$ cat config.mk
export PLATFORM = sky130hd
export DESIGN_NAME = umct_top
export DESIGN_NICKNAME = d
export VERILOG_FILES = /design/src/umct_dummy_unused_never.sv /design/src/umct_pkg.sv /design/src/umct_top.sv
export SDC_FILE = /design/constraint.sdc
export NUM_CORES = 1
export LEC_CHECK = 0
export BUFFER_PORTS_ARGS = -buffer_cell sky130_fd_sc_hd__buf_2
export CORE_MARGIN = 2
export CORE_UTILIZATION = 45
export DETAILED_ROUTE_END_ITERATION = 8
export GPL_ROUTABILITY_DRIVEN = 0
export GPL_TIMING_DRIVEN = 0
export RECOVER_POWER = 25
export SYNTH_ARGS = -nofsm -noshare
export SYNTH_HDL_FRONTEND = slang
export SYNTH_SLANG_ARGS = --single-unit
export TNS_END_PERCENT = 5
$ cat constraint.sdc
create_clock -name MCLK_I -period 7.8 [get_ports MCLK_I]
set_clock_uncertainty 0.05 [all_clocks]
set_input_delay 0.78 -clock MCLK_I [delete_from_list [all_inputs] [get_ports MCLK_I]]
set_output_delay 0.78 -clock MCLK_I [all_outputs]
set_load 0.01 [all_outputs]
$ cat src/umct_dummy_unused_never.sv
`timescale 1ns/1ps
`default_nettype none
`default_nettype wire

$ cat src/umct_pkg.sv
`default_nettype none
package umct_pkg;

    // register addresses on the byte-wide cpu port
    localparam logic [15:0] UMCT_MODE_ADDR  = 16'hFF70;
    localparam logic [15:0] UMCT_BAUD_ADDR  = 16'hFF71;
    localparam logic [15:0] UMCT_DATA_ADDR  = 16'hFF72;
    localparam logic [15:0] UMCT_ERR_ADDR   = 16'hFF73;
    localparam logic [15:0] UMCT_DIR_ADDR   = 16'hFF21;
    localparam logic [15:0] UMCT_LATCH_ADDR = 16'hFF01;

    // values after reset
    localparam logic [7:0] UMCT_MODE_RESET  = 8'h01;
    localparam logic [7:0] UMCT_BAUD_RESET  = 8'h1F;
    localparam logic [7:0] UMCT_DIR_RESET   = 8'hFF;
    localparam logic [7:0] UMCT_LATCH_RESET = 8'h00;
    localparam logic [7:0] UMCT_ERR_RESET   = 8'h00;

    // base clock prescaler masks: fx/2, fx/8, fx/32
    localparam logic [4:0] UMCT_DIV2_MASK  = 5'h01;
    localparam logic [4:0] UMCT_DIV8_MASK  = 5'h07;
    localparam logic [4:0] UMCT_DIV32_MASK = 5'h1F;

    // character bit indices of the last data bit
    localparam logic [2:0] UMCT_LAST_BIT8 = 3'h7;
    localparam logic [2:0] UMCT_LAST_BIT7 = 3'h6;

    typedef enum logic [1:0] {
        UMCT_TPS_TIMER = 2'h0,
        UMCT_TPS_DIV2  = 2'h1,
        UMCT_TPS_DIV8  = 2'h2,
        UMCT_TPS_DIV32 = 2'h3
    } umct_tps_e;

    typedef enum logic [1:0] {
        UMCT_PAR_NONE = 2'h0,
        UMCT_PAR_ZERO = 2'h1,
        UMCT_PAR_ODD  = 2'h2,
        UMCT_PAR_EVEN = 2'h3
    } umct_parity_e;

    typedef enum logic [4:0] {
        UMCT_S_IDLE   = 5'h01,
        UMCT_S_START  = 5'h02,
        UMCT_S_DATA   = 5'h04,
        UMCT_S_PARITY = 5'h08,
        UMCT_S_STOP   = 5'h10
    } umct_state_e;

    typedef struct packed {
        logic         uart_power_on;
        logic         transmit_enable_bit;
        logic         receive_enable_bit;
        umct_parity_e parity_select;
        logic         char_length_select;
        logic         stop_length_select;
        logic         fixed_one;
    } umct_mode_s;

    typedef struct packed {
        umct_tps_e    base_select;
        logic         unused;
        logic [4:0]   baud_divisor_field;
    } umct_baud_s;

    typedef struct packed {
        logic [4:0]   zero;
        logic         parity_err;
        logic         framing_err;
        logic         overrun_err;
    } umct_err_s;

endpackage
`default_nettype wire

$ cat src/umct_top.sv
`timescale 1ns/1ps
`default_nettype none
module umct_top
    import umct_pkg::*;
(
    input  wire logic        MCLK_I,
    input  wire logic        RESETN_I,
    input  wire logic [15:0] ADDR_I,
    input  wire logic [7:0]  WDATA_I,
    input  wire logic        WR_I,
    input  wire logic        RD_I,
    input  wire logic        TIMER_TICK_I,
    input  wire logic        SERIAL_INPUT_PIN_I,
    output logic [7:0]       RDATA_O,
    output logic             SERIAL_OUTPUT_PIN_O,
    output logic             SERIAL_OUTPUT_OE_O,
    output logic             TRANSMIT_DONE_O,
    output logic             RECEIVE_DONE_O
);

    umct_mode_s   mode;
    umct_baud_s   baud;
    logic [7:0]   port1_direction;
    logic [7:0]   port1_latch;
    umct_err_s    err;
    logic [7:0]   rx_buffer;
    logic         rx_full;
    logic [4:0]   presc;
    umct_state_e  tx_state;
    logic [5:0]   tx_cnt;
    logic [2:0]   tx_bit;
    logic [7:0]   tx_shift;
    logic [7:0]   tx_hold;
    logic         tx_done;
    logic         smp_a;
    logic         smp_b;
    logic         filt;
    logic         filt_last;
    umct_state_e  rx_state;
    logic [5:0]   rx_cnt;
    logic [2:0]   rx_bit;
    logic [7:0]   rx_shift;
    logic         rx_ones;
    logic         rx_done;

    // cpu port decode
    wire wr_mode  = WR_I && (ADDR_I == UMCT_MODE_ADDR);
    wire wr_baud  = WR_I && (ADDR_I == UMCT_BAUD_ADDR);
    wire wr_data  = WR_I && (ADDR_I == UMCT_DATA_ADDR);
    wire wr_dir   = WR_I && (ADDR_I == UMCT_DIR_ADDR);
    wire wr_latch = WR_I && (ADDR_I == UMCT_LATCH_ADDR);
    wire rd_data  = RD_I && (ADDR_I == UMCT_DATA_ADDR);
    wire rd_err   = RD_I && (ADDR_I == UMCT_ERR_ADDR);

    wire [7:0] rd_value =
        (ADDR_I == UMCT_MODE_ADDR)  ? mode            :
        (ADDR_I == UMCT_BAUD_ADDR)  ? baud            :
        (ADDR_I == UMCT_DATA_ADDR)  ? rx_buffer       :
        (ADDR_I == UMCT_ERR_ADDR)   ? err             :
        (ADDR_I == UMCT_DIR_ADDR)   ? port1_direction :
        (ADDR_I == UMCT_LATCH_ADDR) ? port1_latch     : 8'h00;

    // serial logic is held in reset while power is off
    wire serial_rst_n = RESETN_I & mode.uart_power_on;

    // base clock selection, stuck low while unpowered
    wire [4:0] presc_mask =
        (baud.base_select == UMCT_TPS_DIV2) ? UMCT_DIV2_MASK :
        (baud.base_select == UMCT_TPS_DIV8) ? UMCT_DIV8_MASK : UMCT_DIV32_MASK;
    wire base_sel_tick = (baud.base_select == UMCT_TPS_TIMER) ? TIMER_TICK_I
                                                              : ((presc & presc_mask) == presc_mask);
    wire base_tick = mode.uart_power_on && base_sel_tick;

    // bit time is two divisor counts of the base clock
    wire [5:0] bit_last  = {baud.baud_divisor_field, 1'b0} - 6'h01;
    wire [5:0] half_last = {1'b0, baud.baud_divisor_field} - 6'h01;

    // transmit parity and line level
    wire [7:0] tx_char   = mode.char_length_select ? tx_hold : {1'b0, tx_hold[6:0]};
    wire       tx_par    = (mode.parity_select == UMCT_PAR_EVEN) ? (^tx_char) :
                           (mode.parity_select == UMCT_PAR_ODD)  ? ~(^tx_char) :
                           1'b0;
    wire [2:0] last_bit  = mode.char_length_select ? UMCT_LAST_BIT8 : UMCT_LAST_BIT7;
    wire       tx_line   = (tx_state == UMCT_S_START)  ? 1'b0 :
                           (tx_state == UMCT_S_DATA)   ? tx_shift[0] :
                           (tx_state == UMCT_S_PARITY) ? tx_par : 1'b1;
    wire       tx_bit_end = base_tick && (tx_cnt == bit_last);
    wire       tx_idle    = (tx_state == UMCT_S_IDLE);

    // receive path, forced high without power
    wire rx_in       = mode.uart_power_on ? SERIAL_INPUT_PIN_I : 1'b1;
    wire rx_bit_end  = base_tick && (rx_cnt == bit_last);
    wire rx_finish   = (rx_state == UMCT_S_STOP) && rx_bit_end;
    wire par_bad     = (mode.parity_select == UMCT_PAR_EVEN) ? rx_ones :
                       (mode.parity_select == UMCT_PAR_ODD)  ? ~rx_ones :
                       1'b0;
    wire pe_set      = rx_finish && par_bad;
    wire fe_set      = rx_finish && !filt;
    wire ov_set      = rx_finish && rx_full;
    wire [7:0] rx_char = mode.char_length_select ? rx_shift : {1'b0, rx_shift[7:1]};

    // software registers
    always_ff @(posedge MCLK_I or negedge RESETN_I) begin
        if (!RESETN_I) begin
            mode            <= umct_mode_s'(UMCT_MODE_RESET);
            baud            <= umct_baud_s'(UMCT_BAUD_RESET);
            port1_direction <= UMCT_DIR_RESET;
            port1_latch     <= UMCT_LATCH_RESET;
        end else begin
            if (wr_mode)
                mode <= umct_mode_s'(WDATA_I);
            if (wr_baud)
                baud <= umct_baud_s'({WDATA_I[7:6], 1'b0, WDATA_I[4:0]});
            if (wr_dir)
                port1_direction <= WDATA_I;
            if (wr_latch)
                port1_latch <= WDATA_I;
        end
    end

    // registered read data and pins
    always_ff @(posedge MCLK_I or negedge RESETN_I) begin
        if (!RESETN_I) begin
            RDATA_O             <= 8'h00;
            SERIAL_OUTPUT_PIN_O <= 1'b0;
            SERIAL_OUTPUT_OE_O  <= 1'b0;
            TRANSMIT_DONE_O     <= 1'b0;
            RECEIVE_DONE_O      <= 1'b0;
        end else begin
            RDATA_O             <= RD_I ? rd_value : 8'h00;
            SERIAL_OUTPUT_PIN_O <= mode.uart_power_on ? tx_line : port1_latch[0];
            SERIAL_OUTPUT_OE_O  <= ~port1_direction[0];
            TRANSMIT_DONE_O     <= tx_done;
            RECEIVE_DONE_O      <= rx_done;
        end
    end

    // prescaler
    always_ff @(posedge MCLK_I or negedge serial_rst_n) begin
        if (!serial_rst_n)
            presc <= 5'h00;
        else
            presc <= presc + 5'h01;
    end

    // transmitter
    always_ff @(posedge MCLK_I or negedge serial_rst_n) begin
        if (!serial_rst_n) begin
            tx_state <= UMCT_S_IDLE;
            tx_cnt   <= 6'h00;
            tx_bit   <= 3'h0;
            tx_shift <= 8'h00;
            tx_hold  <= 8'h00;
            tx_done  <= 1'b0;
        end else if (!mode.transmit_enable_bit) begin
            tx_state <= UMCT_S_IDLE;
            tx_cnt   <= 6'h00;
            tx_bit   <= 3'h0;
            tx_done  <= 1'b0;
        end else begin
            tx_done <= 1'b0;
            if (tx_idle) begin
                if (wr_data) begin
                    tx_shift <= WDATA_I;
                    tx_hold  <= WDATA_I;
                    tx_cnt   <= 6'h00;
                    tx_bit   <= 3'h0;
                    tx_state <= UMCT_S_START;
                end
            end else if (base_tick) begin
                tx_cnt <= tx_bit_end ? 6'h00 : tx_cnt + 6'h01;
                if (tx_bit_end) begin
                    case (tx_state)
                        UMCT_S_START: begin
                            tx_state <= UMCT_S_DATA;
                        end
                        UMCT_S_DATA: begin
                            tx_shift <= {1'b0, tx_shift[7:1]};
                            tx_bit   <= (tx_bit == last_bit) ? 3'h0 : tx_bit + 3'h1;
                            if (tx_bit == last_bit)
                                tx_state <= (mode.parity_select == UMCT_PAR_NONE) ?
                                            UMCT_S_STOP : UMCT_S_PARITY;
                        end
                        UMCT_S_PARITY: begin
                            tx_state <= UMCT_S_STOP;
                        end
                        UMCT_S_STOP: begin
                            if (mode.stop_length_select && (tx_bit == 3'h0)) begin
                                tx_bit <= 3'h1;
                            end else begin
                                tx_bit   <= 3'h0;
                                tx_state <= UMCT_S_IDLE;
                                tx_done  <= 1'b1;
                            end
                        end
                        default: begin
                            tx_state <= UMCT_S_IDLE;
                        end
                    endcase
                end
            end
        end
    end

    // two-sample match filter on the base clock
    always_ff @(posedge MCLK_I or negedge serial_rst_n) begin
        if (!serial_rst_n) begin
            smp_a     <= 1'b1;
            smp_b     <= 1'b1;
            filt      <= 1'b1;
            filt_last <= 1'b1;
        end else if (base_tick) begin
            smp_a     <= rx_in;
            smp_b     <= smp_a;
            filt_last <= filt;
            if (smp_a == smp_b)
                filt <= smp_b;
        end
    end

    // receiver
    always_ff @(posedge MCLK_I or negedge serial_rst_n) begin
        if (!serial_rst_n) begin
            rx_state <= UMCT_S_IDLE;
            rx_cnt   <= 6'h00;
            rx_bit   <= 3'h0;
            rx_shift <= 8'h00;
            rx_ones  <= 1'b0;
            rx_done  <= 1'b0;
        end else if (!mode.receive_enable_bit) begin
            rx_state <= UMCT_S_IDLE;
            rx_cnt   <= 6'h00;
            rx_bit   <= 3'h0;
            rx_ones  <= 1'b0;
            rx_done  <= 1'b0;
        end else begin
            rx_done <= rx_finish;
            case (rx_state)
                UMCT_S_IDLE: begin
                    rx_cnt <= 6'h00;
                    if (base_tick && filt_last && !filt) begin
                        rx_state <= UMCT_S_START;
                        rx_ones  <= 1'b0;
                        rx_bit   <= 3'h0;
                    end
                end
                UMCT_S_START: begin
                    if (base_tick) begin
                        rx_cnt <= (rx_cnt == half_last) ? 6'h00 : rx_cnt + 6'h01;
                        if (rx_cnt == half_last)
                            rx_state <= filt ? UMCT_S_IDLE : UMCT_S_DATA;
                    end
                end
                default: begin
                    if (base_tick)
                        rx_cnt <= rx_bit_end ? 6'h00 : rx_cnt + 6'h01;
                    if (rx_bit_end) begin
                        if (rx_state == UMCT_S_DATA) begin
                            rx_shift <= {filt, rx_shift[7:1]};
                            rx_ones  <= rx_ones ^ filt;
                            rx_bit   <= rx_bit + 3'h1;
                            if (rx_bit == last_bit)
                                rx_state <= (mode.parity_select == UMCT_PAR_NONE) ?
                                            UMCT_S_STOP : UMCT_S_PARITY;
                        end else if (rx_state == UMCT_S_PARITY) begin
                            rx_ones  <= rx_ones ^ filt;
                            rx_state <= UMCT_S_STOP;
                        end else begin
                            rx_state <= UMCT_S_IDLE;
                        end
                    end
                end
            endcase
        end
    end

    // receive buffer and error flags; an error flag set beats a read clear
    always_ff @(posedge MCLK_I or negedge serial_rst_n) begin
        if (!serial_rst_n) begin
            rx_buffer <= 8'h00;
            rx_full   <= 1'b0;
            err       <= umct_err_s'(UMCT_ERR_RESET);
        end else begin
            if (rx_finish && !rx_full)
                rx_buffer <= rx_char;
            rx_full <= (rx_finish && !rx_full) || (rx_full && !rd_data);
            if (!mode.receive_enable_bit) begin
                err <= umct_err_s'(UMCT_ERR_RESET);
            end else begin
                err.parity_err  <= pe_set || (err.parity_err && !rd_err);
                err.framing_err <= fe_set || (err.framing_err && !rd_err);
                err.overrun_err <= ov_set || (err.overrun_err && !rd_err);
            end
        end
    end

    chk_power_off_reset: assert property (@(posedge MCLK_I) disable iff (!RESETN_I)
        !mode.uart_power_on |-> (tx_state == UMCT_S_IDLE) && (err == 8'h00) && !rx_full)
        else $error("serial logic not reset while power is off");

    chk_txe_off_idle: assert property (@(posedge MCLK_I) disable iff (!RESETN_I)
        !mode.transmit_enable_bit |=> (tx_state == UMCT_S_IDLE) && !tx_done)
        else $error("transmitter active with transmit disabled");

    chk_rxe_off_clear: assert property (@(posedge MCLK_I) disable iff (!RESETN_I)
        !mode.receive_enable_bit |=> (rx_state == UMCT_S_IDLE) && (err == 8'h00))
        else $error("receiver or errors not cleared with receive disabled");

    chk_rx_forced_high: assert property (@(posedge MCLK_I) disable iff (!RESETN_I)
        !mode.uart_power_on |-> rx_in && filt)
        else $error("receive path not high while unpowered");

    chk_stop_mode_port: assert property (@(posedge MCLK_I) disable iff (!RESETN_I)
        !mode.uart_power_on |=> SERIAL_OUTPUT_PIN_O == $past(port1_latch[0]))
        else $error("output pin not following port latch in stop mode");

    chk_dir_buffer: assert property (@(posedge MCLK_I) disable iff (!RESETN_I)
        ##1 SERIAL_OUTPUT_OE_O == !$past(port1_direction[0]))
        else $error("output enable does not follow direction bit");

    chk_idle_high: assert property (@(posedge MCLK_I) disable iff (!RESETN_I)
        (mode.uart_power_on && tx_idle) |=> SERIAL_OUTPUT_PIN_O)
        else $error("powered idle output not high");

    chk_write_starts: assert property (@(posedge MCLK_I) disable iff (!RESETN_I)
        (wr_data && tx_idle && mode.uart_power_on && mode.transmit_enable_bit)
        |=> (tx_state == UMCT_S_START) ##1 !SERIAL_OUTPUT_PIN_O)
        else $error("data write did not start a frame");

    chk_parity_value: assert property (@(posedge MCLK_I) disable iff (!RESETN_I)
        (tx_state == UMCT_S_PARITY) |-> (mode.parity_select != UMCT_PAR_NONE) &&
            ((mode.parity_select == UMCT_PAR_ZERO) ? !tx_line :
             (($countones({tx_char, tx_line}) % 2) == (mode.parity_select == UMCT_PAR_ODD))))
        else $error("transmitted parity bit wrong");

    chk_done_after_stop: assert property (@(posedge MCLK_I) disable iff (!RESETN_I)
        $rose(tx_done) |-> $past(tx_state == UMCT_S_STOP) && tx_idle ##1 TRANSMIT_DONE_O)
        else $error("done pulse not right after the stop bit");

endmodule // umct_top
`default_nettype wire

==> results.cfg <==
[setup_path]
worstPathArrival_ns = 3.62
critical_path.max_fanout = 10
worstPathRequired_ns = 8.03
startpoint_type = flip-flop
endpoint_kind = flip-flop
path_class = flip-flop to flip-flop

[finish]
insertedDiodeCount = 0
fin_nets = 693
area_growth_syn_to_layout_pct = 15.7
fillCellCount = 1235
register_area_sq_um = 3000
drive_above_1_share_pct = 25.8
multiInputGateArea_sq_um = 3180

[die]
die_w_um = 123
die_y_um = 123
ioPinCount = 42
coreArea_sq_um = 13900
rows = 43
die_area_sq_um = 15200
start_util_pct = 46.0

[power]
p_per_area_nw_per_um2 = 189
power_mw = 1.39
p_leak_nw = 3.28
peakVddDrop_v = 0.000145

[clock_tree]
postCtsSetupBuffers = 0
clk_pin_slew_ns = 0.06
insertion_delay_ns = 0.42
clock_tree.buffer_depth = 2
cts-root-buf = clkbuf_16
hold_buffers = 0
cts_resized = 0
clkSinkCount = 119
htree_num_levels = 4
numCtsBuffers = 17
cts_tree = yes

[timing]
slew_headroom_pct = -65.4
drv_slew = 45
worst_pin_slew_ns = 2.48
finalSetupTns_ns = 0
finalHoldViolations = 0
fmax_ghz = 0.295
finalCritPeriodShare_pct = 43.4
rsz0062_at_grt = false
setup_viol = 0
min_period_ns = 3.39

[synth]
ys.flop_type = dfrtp_1
syn_area_sq_um = 6380
synth_area_leaders = dfrtp_1 (39%), mux2_2 (11%), dfstp_2 (8.2%)
avgSynthCellArea_sq_um = 10.7
synth-seq-cells = 119
ys_warn_count = 0
syn-num-nets = 634
synth_cell_types = 68
synth_edf_count = 0
synth_most_common_cell = dfrtp_1
synth.largest_area_cell = dfrtp_1
synth_common_cells = dfrtp_1 (99), mux2_2 (65), nand2_1 (40)
async_flop_share_pct = 100
synth_top_area_share_pct = 38.8
yosysSeqAreaShare_pct = 47.0
syn_inst = 595

[place]
hpwl_um = 10700
place.port_buffers = 39

[route]
viasPerCell = 5.64
drcViolationCount = 0
dr.pass1.iters = 6
routed_wirelength_um = 15100
routedWlPerCell_um = 17.8
ant_nets = 0
drtIter0Drc = 321
via_count = 4780

[global_route]
grt_overflow = 0
grt_max_degree = 49
grt_pass1_wl_um = 25200
antenna_found_initial = 0
grtUsageTotal_pct = 21.9
grt_pass1_vias = 4859

[status]
status = complete, but fails checks
violations = max-capacitance violations, max-slew violations

[flow_run]
maxCapViolCount = 1

[hold_path]
hold_class = flip-flop to flip-flop
[layout by cell type (no fill, tap or decap), types with 4 or more instances in the layout]
cell        Yosys  routed
buf_2           5      32
o21ai_0        35      35
nand3_1        21      21
nand2b_1        5       5
dfrtp_1        99      99
nor3b_1         5       5
clkinvlp_4      0       6
ha_1            9       9
and2_1          6       5
a221o_1         5       5
a31oi_1         8       8
mux2_2         65      65
nor2b_1        11      11
a21boi_0        5       5
or3_1           5       5
a21oi_1        18      18
xor2_1         12      12
or2_2           7       7
and3_1          6       6
nand4_1         6       6
a221oi_1        6       6
xnor2_1        20      20
nand2_1        40      40
mux2i_1         8       8
nand3b_1        4       4
o31ai_1         7       7
inv_1          25      25
nor2_1         35      35
clkbuf_1       20      33
clkbuf_16       0      17
nor3_1         14      14
a211oi_1        4       4
dfstp_2        20      19
xnor3_1         4       4
o21a_1          4       4
[worst max-delay path: stages (launching register included)]
cell      delay [ns]
dfstp_2         0.51
clkbuf_1        0.35
inv_1           0.09
ha_1            0.38
xor2_1          0.16
and4_1          0.25
nand4_1         0.19
nor4_2          0.73
clkbuf_1        0.40
o21ai_0         0.14
[metrics by stage]
step | area, sq um | instances | setup slack [ns] | utilization (%) | hold slack, ns
after floorplan | 6380 | 595 | 4.63 | - | 0.281
final | 7380 | 847 | 4.41 | 53.2 | 0.303
after detailed placement | 6830 | 815 | 4.32 | 49.2 | 0.287
after global placement | 6800 | 814 | 2.64 | 49.0 | 0.283
after CTS | 7400 | 847 | 4.43 | 53.3 | 0.309
after global routing | 7380 | 847 | 4.11 | 53.2 | 0.309
[cell families after synthesis]
group | count (synthesis) | synth area share (%)
simple gates | 186 | 16.2
compound gates | 119 | 13.1
flops | 119 | 47.0
mux | 75 | 13.1
buf+inv | 51 | 3.10
xor+xnor | 36 | 5.80
fa+ha+maj | 9 | 1.76
[path summary, 6_finish.rpt]
| path | slack (ns) | startpoint | endpoint | cells past startpoint |
|---|---|---|---|---|
| min in group asynchronous | 0.52 | mode[7] | rx_buffer[5] | 1 |
| min | 0.30 | rx_done | RECEIVE_DONE_O | 0 |
| max | 4.41 | baud[0] | rx_buffer[7] | 9 |
| max in group asynchronous | 4.74 | RESETN_I | tx_state[0] | 3 |
| max reg2reg | 4.41 | baud[0] | rx_buffer[7] | 9 |
| min reg2reg | 0.30 | rx_done | RECEIVE_DONE_O | 0 |
[registers in the layout, indices dropped and copies added (netlist names), 5 cells and up]
signal	count
tx_hold	8
port1_direction	8
presc	5
port1_latch	8
tx_shift	8
rx_buffer	8
rx_shift	8
tx_cnt	6
RDATA_O	8
mode	8
tx_state	5
rx_cnt	6
baud	7
rx_state	5
[power by group]
group	internal, mW	switching [mW]	total (mW)
Clock	0.449	0.298	0.747
Combinational	0.00898	0.0194	0.0284
Sequential	0.619	0.000341	0.619
[area by class of cell]
type                    count  share of cell area, %
multi-input cells         425                   43.1
repair buffers             40                   2.81
well taps                 180                   3.05
flip-flops and latches    119                   40.7
inverters                  25                   1.27
plain buffers              26                   1.41
clock buffers              19                   6.00
clock inverters            13                   1.68
[per-layer routing]
layer | share of wire, % | GRT usage [%] | routed length (um)
met5 | 0 | 0 | 0
met3 | 3.7 | 4.52 | 564
met4 | 0.76 | 6.39 | 114
met2 | 48 | 35.6 | 7210
met1 | 48 | 29.6 | 7170
No activity file was read; power rests on OpenSTA's default activity.
